--- config.mk ---
export PLATFORM = sky130hd
export DESIGN_NAME = mono_pixel_packer
export DESIGN_NICKNAME = d
export VERILOG_FILES = /design/src/verilog/mono_pack_pkg.sv /design/src/verilog/pack_fifo.sv /design/src/verilog/mono_pixel_packer.sv
export SDC_FILE = /design/constraint.sdc
export NUM_CORES = 1
export LEC_CHECK = 0
export BUFFER_PORTS_ARGS = -buffer_cell sky130_fd_sc_hd__buf_2
export CAP_MARGIN = 20
export CORE_AREA = 10 10 125 127
export DETAILED_ROUTE_END_ITERATION = 8
export DIE_AREA = 0 0 135 137
export HOLD_SLACK_MARGIN = 0.06
export PLACE_DENSITY = 0.77
export SYNTH_ARGS = -nofsm -noshare
export SYNTH_HDL_FRONTEND = slang
export SYNTH_SLANG_ARGS = --single-unit
--- constraint.sdc ---
create_clock -name mclk -period 3.5 [get_ports mclk]
set_input_delay 0.7 -clock mclk [delete_from_list [all_inputs] [get_ports mclk]]
set_output_delay 0.7 -clock mclk [all_outputs]
set_load 0.05 [all_outputs]
--- src/verilog/mono_pack_pkg.sv ---
// Package for the monochrome pixel packer: format codes, field layout, limits.
// Assumes a single pixel clock domain; shared by the packer, its checker and its testbench.
package mono_pack_pkg;

    // =========================================================================
    // Formats
    typedef enum logic [1:0] {
        FMT_BYTE8 = 2'b00,
        FMT_WORD16 = 2'b01,
        FMT_PACK12 = 2'b10,
        FMT_NONE = 2'b11
    } pix_fmt_t;

    // Identifier reported in the frame leader
    typedef enum logic [1:0] {
        LID_MONO8 = 2'b00,
        LID_MONO12 = 2'b01,
        LID_MONO12_PACKED = 2'b10,
        LID_MONO16 = 2'b11
    } leader_id_t;

    // =========================================================================
    // Widths and fields
    localparam int PIX_W = 12;
    localparam int BYTE_W = 8;
    localparam int HI_MSB = 11;
    localparam int HI_LSB = 4;
    localparam int LO_MSB = 3;
    localparam int LO_LSB = 0;
    localparam int FIFO_DEPTH = 16;
    localparam logic [PIX_W-1:0] PIX_MAX = 12'hFFF;
    localparam logic [3:0] PAD_ZERO = 4'h0;
    localparam logic [BYTE_W-1:0] BYTE_RST = 8'h00;

endpackage

--- src/verilog/pack_fifo.sv ---
// Synchronous FIFO with valid/ready on both sides.
// Assumes one clock and a synchronous active-high reset.
`timescale 1ns/10ps
module pack_fifo #(
    parameter int WIDTH = 10,
    parameter int DEPTH = 16
) (
    input wire logic mclk,
    input wire logic srst,
    input wire logic [WIDTH-1:0] in_data,
    input wire logic in_valid,
    output logic in_ready,
    output logic [WIDTH-1:0] out_data,
    output logic out_valid,
    input wire logic out_ready
);
    localparam int AW = $clog2(DEPTH);

    logic [WIDTH-1:0] mem [DEPTH];
    logic [AW-1:0] wr_ff;
    logic [AW-1:0] rd_ff;
    logic [AW:0] cnt_ff;
    wire push;
    wire pop;

    // =========================================================================
    // Handshakes
    assign in_ready = (cnt_ff != (AW+1)'(DEPTH)); // Refuse only when all DEPTH words are held
    assign out_valid = (cnt_ff != '0);
    assign push = in_valid && in_ready;
    assign pop = out_valid && out_ready;
    assign out_data = mem[rd_ff];

    // Storage
    always_ff @(posedge mclk) begin
        if (push) begin
            mem[wr_ff] <= in_data;
        end
    end

    // Pointers and occupancy
    always_ff @(posedge mclk) begin
        if (srst) begin
            wr_ff <= '0;
            rd_ff <= '0;
            cnt_ff <= '0;
        end else begin
            if (push) begin
                wr_ff <= wr_ff + 1'b1;
            end
            if (pop) begin
                rd_ff <= rd_ff + 1'b1;
            end
            cnt_ff <= cnt_ff + (AW+1)'(push) - (AW+1)'(pop);
        end
    end
endmodule // pack_fifo

--- src/verilog/mono_pixel_packer.sv ---
// Mono pixel packer: turns 12-bit brightness samples into an ordered byte stream.
// Assumes pixels arrive synchronous to mclk with valid/ready, and that the
// transport downstream drains bytes with valid/ready and may stall.
`timescale 1ns/10ps
module mono_pixel_packer
    import mono_pack_pkg::*;
(
    input wire logic mclk,
    input wire logic srst,
    input wire mono_pack_pkg::pix_fmt_t fmt_sel,
    input wire logic frame_start,
    input wire logic [mono_pack_pkg::PIX_W-1:0] pix_data,
    input wire logic pix_valid,
    input wire logic pix_last,
    output logic pix_ready,
    output logic [mono_pack_pkg::BYTE_W-1:0] byte_data,
    output logic byte_valid,
    output logic byte_last,
    input wire logic byte_ready,
    output mono_pack_pkg::leader_id_t leader_id,
    output logic fmt_err
);
    import mono_pack_pkg::*;

    // Pack step states
    typedef enum logic [1:0] {
        ST_A = 2'b00,
        ST_B = 2'b01,
        ST_C = 2'b10,
        ST_D = 2'b11 // Lone final pixel: nibble byte pending
    } step_t;

    pix_fmt_t fmt_ff;
    step_t step_ff;
    step_t nxt_step;
    logic [PIX_W-1:0] even_ff;
    logic [PIX_W-1:0] odd_ff;
    logic last_ff;
    logic [PIX_W-1:0] nxt_even;
    logic [PIX_W-1:0] nxt_odd;
    logic nxt_last;
    logic err_ff;
    logic [BYTE_W:0] fifo_in;
    logic [BYTE_W:0] fifo_out;
    logic push_byte;
    logic fifo_ready;
    logic [BYTE_W-1:0] emit_byte;
    logic emit_last;
    wire fmt_ok;

    // Format is supported only if it is one of the three mono layouts
    function automatic logic fmt_supported(input pix_fmt_t f);
        fmt_supported = (f == FMT_BYTE8) || (f == FMT_WORD16) || (f == FMT_PACK12);
    endfunction

    // =========================================================================
    // Frame format latch
    assign fmt_ok = fmt_supported(fmt_sel);

    // Format follows the selection only at frame start, and only if supported
    always_ff @(posedge mclk) begin
        if (srst) begin
            fmt_ff <= FMT_BYTE8;
            err_ff <= 1'b0;
        end else if (frame_start && step_ff == ST_A) begin
            if (fmt_ok) begin
                fmt_ff <= fmt_sel;
            end
            err_ff <= !fmt_ok;
        end
    end
    assign fmt_err = err_ff;

    // Leader identifier: sixteen-bit container reports the unpacked twelve-bit id
    assign leader_id = (fmt_ff == FMT_WORD16) ? LID_MONO12 :
                       (fmt_ff == FMT_PACK12) ? LID_MONO12_PACKED : LID_MONO8;

    // =========================================================================
    // Byte selection per format and step
    always_comb begin
        emit_byte = BYTE_RST;
        emit_last = 1'b0;
        push_byte = 1'b0;
        nxt_step = step_ff;
        nxt_even = even_ff;
        nxt_odd = odd_ff;
        nxt_last = last_ff;
        case (fmt_ff)
            FMT_WORD16: begin
                case (step_ff)
                    ST_A: begin
                        // Capture pixel, send low byte
                        if (pix_valid) begin
                            emit_byte = pix_data[BYTE_W-1:0];
                            push_byte = 1'b1;
                            if (fifo_ready) begin
                                nxt_even = pix_data;
                                nxt_last = pix_last;
                                nxt_step = ST_B;
                            end
                        end
                    end
                    ST_B: begin
                        // High byte: four pad zeros above bits 11..8
                        emit_byte = {PAD_ZERO, even_ff[HI_MSB:BYTE_W]};
                        emit_last = last_ff;
                        push_byte = 1'b1;
                        if (fifo_ready) begin
                            nxt_step = ST_A;
                        end
                    end
                    default: begin
                        nxt_step = ST_A;
                    end
                endcase
            end
            FMT_PACK12: begin
                case (step_ff)
                    ST_A: begin
                        // Even pixel: send its bits 11..4 now
                        if (pix_valid) begin
                            emit_byte = pix_data[HI_MSB:HI_LSB];
                            push_byte = 1'b1;
                            if (fifo_ready) begin
                                nxt_even = pix_data;
                                nxt_odd = '0;
                                nxt_last = pix_last;
                                nxt_step = pix_last ? ST_D : ST_B;
                            end
                        end
                    end
                    ST_B: begin
                        // Odd pixel: shared nibble byte, odd nibble on top
                        if (pix_valid) begin
                            emit_byte = {pix_data[LO_MSB:LO_LSB], even_ff[LO_MSB:LO_LSB]};
                            push_byte = 1'b1;
                            if (fifo_ready) begin
                                nxt_odd = pix_data;
                                nxt_last = pix_last;
                                nxt_step = ST_C;
                            end
                        end
                    end
                    ST_D: begin
                        // Lone final even pixel keeps its low nibble; zero odd nibble on top
                        emit_byte = {PAD_ZERO, even_ff[LO_MSB:LO_LSB]};
                        push_byte = 1'b1;
                        if (fifo_ready) begin
                            nxt_step = ST_C;
                        end
                    end
                    ST_C: begin
                        // Odd pixel bits 11..4, zero when the final pixel was alone
                        emit_byte = odd_ff[HI_MSB:HI_LSB];
                        emit_last = last_ff;
                        push_byte = 1'b1;
                        if (fifo_ready) begin
                            nxt_step = ST_A;
                        end
                    end
                    default: begin
                        nxt_step = ST_A;
                    end
                endcase
            end
            default: begin
                // Eight-bit: top byte of the twelve-bit sample, unsigned full range
                emit_byte = pix_data[HI_MSB:HI_LSB];
                emit_last = pix_last;
                push_byte = pix_valid;
                nxt_step = ST_A;
            end
        endcase
    end

    // Input is only accepted together with the byte it produces
    assign pix_ready = fifo_ready && (step_ff == ST_A || (fmt_ff == FMT_PACK12 && step_ff == ST_B));
    assign fifo_in = {emit_last, emit_byte};

    // =========================================================================
    // Step state and pixel holding registers
    always_ff @(posedge mclk) begin
        if (srst) begin
            step_ff <= ST_A;
            even_ff <= '0;
            odd_ff <= '0;
            last_ff <= 1'b0;
        end else begin
            step_ff <= nxt_step;
            even_ff <= nxt_even;
            odd_ff <= nxt_odd;
            last_ff <= nxt_last;
        end
    end

    // =========================================================================
    // Output FIFO keeps byte order and carries backpressure back to the input
    pack_fifo #(
        .WIDTH(BYTE_W + 1),
        .DEPTH(FIFO_DEPTH)
    ) u_fifo (
        .mclk(mclk),
        .srst(srst),
        .in_data(fifo_in),
        .in_valid(push_byte),
        .in_ready(fifo_ready),
        .out_data(fifo_out),
        .out_valid(byte_valid),
        .out_ready(byte_ready)
    );

    assign byte_data = fifo_out[BYTE_W-1:0];
    assign byte_last = fifo_out[BYTE_W];
endmodule // mono_pixel_packer

==> impl_summary.txt <==
----------------------------------------------------
[Detailed routing]
  Post-detailed-route wirelength per cell ... 22.1 um
  Number of detailed-routing iterations run before antenna repair ... 5
  Avg Vias per Cell ... 6.20
  Remaining antenna violation count ... 0
  Number of DRC markers in iteration 0 ... 437
  Number of vias in the routed layout ... 4510
  Drt drc ... 0
  Total wirelength of the detailed-routed design ... 16.1 mm

[Synthesis]
  Post-synthesis share of cell area spent on xor and xnor gates ... 0.562%
  FF+latch count, synth ... 183
  Synthesized area ... 0.00779 mm2
  Net count after synthesis ... 542
  Average footprint of a synthesized cell ... 15.3 um2
  Post-synth EDFFs ... 144
  Synth warn ... 0
  Dominant synthesized flop cell ... sky130_fd_sc_hd__edfxtp_1
  Fraction of the mapped netlist area in adder cells ... 2.35%
  Count of unique library cells instantiated by Yosys ... 53
  Simple-gate share of the synthesized area ... 9.09%
  Multiplexer area fraction after synthesis ... 12.4%
  Asr flop ratio synth ... 0%
  Largest family of logic cells by synthesized area ... multiplexers
  Sequential cell area fraction in the yosys report ... 65.5%
  Gate count of the mapped netlist ... 508
  Synthesized-area fraction occupied by ao, oa, aoi and oai cells ... 7.45%

[Finish]
  Highest-count cells in the layout ignoring fill and taps ... 144 x sky130_fd_sc_hd__edfxtp_1, 38 x sky130_fd_sc_hd__dfxtp_1, 36 x sky130_fd_sc_hd__mux4_2
  Most common cell after layout, fill and taps aside ... sky130_fd_sc_hd__edfxtp_1
  Number of nets in the layout ... 572
  Fin cells ... 727
  Layout overhead on the synthesized area ... 11.2%
  Fillcell total ... 901
  Antenna diodes ... 0
  Register Area ... 0.00511 mm2
  Fraction of layout cells with a size suffix above 1 ... 21.4%
  Footprint of the multi-input gates ... 0.00249 mm2

[Global route]
  Global-route congestion overflow total ... 0
  Vias in the first global route ... 4680
  Wire length of the first global-routing pass ... 26.0 mm
  GRT Overall Usage ... 18.4%
  Maximum number of pins on one net before global-route repair ... 40
  Antenna violations before repair ... 0

[Setup path]
  Kind of end point of the critical path ... flip-flop
  Critical path cell sequence ... inv_1 -> ha_1 -> or4b_2 -> nand2_1 -> inv_1 -> ha_1 -> inv_1 -> ha_1 -> inv_1 -> fa_1 -> nor2b_1 -> o21bai_1 -> a21oi_1 -> nor3b_1
  Worst Path Class, Setup ... reg -> reg
  Crit path buf inv count ... 4
  Slowest cell delay on critical path ... 0.65 ns
  R2R Path Start ... u_fifo.cnt_ff[3]
  Slowest CP cell ... sky130_fd_sc_hd__or4b_2
  Launching element of the worst setup path ... u_fifo.cnt_ff[3]
  Worst Setup Start Kind ... flip-flop
  Required time of the critical path ... 3.78 ns
  Endpoint arrival time on the critical path ... 3.41 ns
  Cell type group with the largest total delay on the critical path ... simple AND/OR/NAND/NOR gates
  Most used cell, CP ... sky130_fd_sc_hd__inv_1
  Peak fanout along the critical path ... 5

[Die]
  Total Die Area ... 0.0185 mm2
  Die Width ... 135 um
  Die boundary height ... 137 um
  Site Rows ... 42
  I/O pin total ... 34
  Starting utilization of the core area ... 59.5%
  Area of the core region ... 0.0131 mm2

[Timing]
  Total of endpoints with negative setup slack in the final report ... 0
  Total negative slack for setup checks ... 0 ns
  Final period demand of the worst path ... 3.13 ns
  Final Cycle Share ... 89.5%
  Post-Route Skew ... 0.00505 ns
  Slew @ Worst Pin ... 0.866 ns
  Unrepaired setup endpoints after global routing ... false
  Least setup slack across all paths after layout ... 0.369 ns
  Worst relative slew slack ... 42.1%
  Fin. Hold Viols ... 0
  Fin Hold WS ... 0.462 ns
  Pins over their slew limit ... 0
  Maximum clock rate ... 0.319 GHz

[Placed design]
  Placed wire-length estimate ... 10.5 mm
  Worst slack at placement ... 0.389 ns
  Final GP Congestion ... 0.843
  Instance count after placement with tap cells included ... 695
  Count of buffers from port buffering ... 33

[Status]
  Result of the run ... completed

[Clocking]
  TritonCTS clock tree ... yes
  Later-pin clock latency in the skew report ... 0.42 ns
  TritonCTS Buffers ... 17
  Number of hold buffers added after CTS ... 0
  CTS Root Cell ... sky130_fd_sc_hd__clkbuf_16
  CTS Sinks ... 183
  Setup repair bufs after CTS ... 0
  Clock transition at path regs ... 0.06 ns
  # resized after CTS ... 0
  CTS H-tree lvls ... 4
  Largest buffer count on any clock path ... 2

[Job]
  Count of max-cap constraint violations ... 0

[Power and ir drop]
  Worst vdd ir ... 448 uV
  Design Power ... 5.65 mW
  Power per standard cell area ... 653 mW/mm2
  Static Leak ... 2.95 nW

[Hold path]
  Path class of the lowest-slack min-delay path ... reg -> reg
  HP Start ... fmt_err

----------------------------------------------------
## layer usage
| metal | up-vias | GRT usage, % | wire, um |
|---|---|---|---|
| met5 | - | 0 | 0 |
| met4 | 0 | 6.34 | 219 |
| met3 | 17 | 4.11 | 962 |
| met2 | 177 | 31.4 | 8370 |
| met1 | 2259 | 22.7 | 6520 |
| li1 | 2057 | - | - |
## cell type report
type / count / share of cell area, %
Clock inverter: 9 / 0.881
Clock buffer: 23 / 5.29
Timing Repair Buffer: 41 / 2.75
Tap cell: 176 / 2.54
Multi-Input combinational cell: 277 / 28.8
Inverter: 18 / 0.780
Sequential cell: 183 / 59.0
## worst reg2reg max path: stages, from the launching register on
cell and delay, ns:
sky130_fd_sc_hd__dfxtp_1 0.33, sky130_fd_sc_hd__inv_1 0.08, sky130_fd_sc_hd__ha_1 0.15, sky130_fd_sc_hd__or4b_2 0.65, sky130_fd_sc_hd__nand2_1 0.15, sky130_fd_sc_hd__inv_1 0.05, sky130_fd_sc_hd__ha_1 0.29, sky130_fd_sc_hd__inv_1 0.07
sky130_fd_sc_hd__ha_1 0.17, sky130_fd_sc_hd__inv_1 0.06, sky130_fd_sc_hd__fa_1 0.41, sky130_fd_sc_hd__nor2b_1 0.21, sky130_fd_sc_hd__o21bai_1 0.12, sky130_fd_sc_hd__a21oi_1 0.18, sky130_fd_sc_hd__nor3b_1 0.07
## metrics by stage
step / instance area [um2] / util, %
after floorplan: 7790 / -
after global placement: 8130 / 62.1
after detailed placement: 8130 / 62.1
after CTS: 8660 / 66.2
after global routing: 8660 / 66.2
final: 8660 / 66.2
## logic make-up after synthesis
group	count (synthesis)
DFF	183
buffers and inverters	48
xor gates and xnor gates	5
adders and majority gates	14
muxes	51
and+or+nand+nor	123
AOI/OAI and AO/OA	84
## cells in the mapped netlist, drive strengths merged (3+ instances only)
cell	number	area share (%)
a21boi	4	0.39
and4	8	0.90
clkbuf	15	0.72
inv	18	0.87
a22oi	18	1.7
xor2	4	0.45
dfxtp	39	10
o21a	9	0.87
nor2	27	1.3
a221o	4	0.51
o21ai	16	1.0
nand2b	14	1.1
a21oi	9	0.58
mux4	36	10
mux2i	11	1.4
ha	13	2.1
and4bb	3	0.48
nor3	4	0.26
nor2b	5	0.40
o22ai	10	0.80
nand3	19	1.2
a221oi	5	0.56
edfxtp	144	56
nand2	23	1.1
buf	15	1.0
and4b	4	0.51
mux2	4	0.58
## flip-flops by register name (all words and copies together) (netlist names), named ones only
name and cells:
u_fifo.wr_ff 4, odd_ff 8, step_ff 2, u_fifo.mem 144, u_fifo.cnt_ff 5, even_ff 8
last_ff 1, u_fifo.rd_ff 4, fmt_err 1, fmt_ff 2
## power breakdown
group / leakage [nW] / switching, mW / internal [mW] / total (mW)
clock network: 0.266 / 0.756 / 0.994 / 1.75
logic: 1.06 / 0.831 / 0.546 / 1.38
registers: 1.63 / 0.0522 / 2.47 / 2.53
## path summary, 6_finish.rpt
path,slack [ns],endpoint,cells after the start
min,0.46,fmt_err,2
max reg2reg,0.37,u_fifo.cnt_ff[4],14
min reg2reg,0.46,fmt_err,2
max,0.37,u_fifo.cnt_ff[4],14
Power figures use the tool's default switching activity.
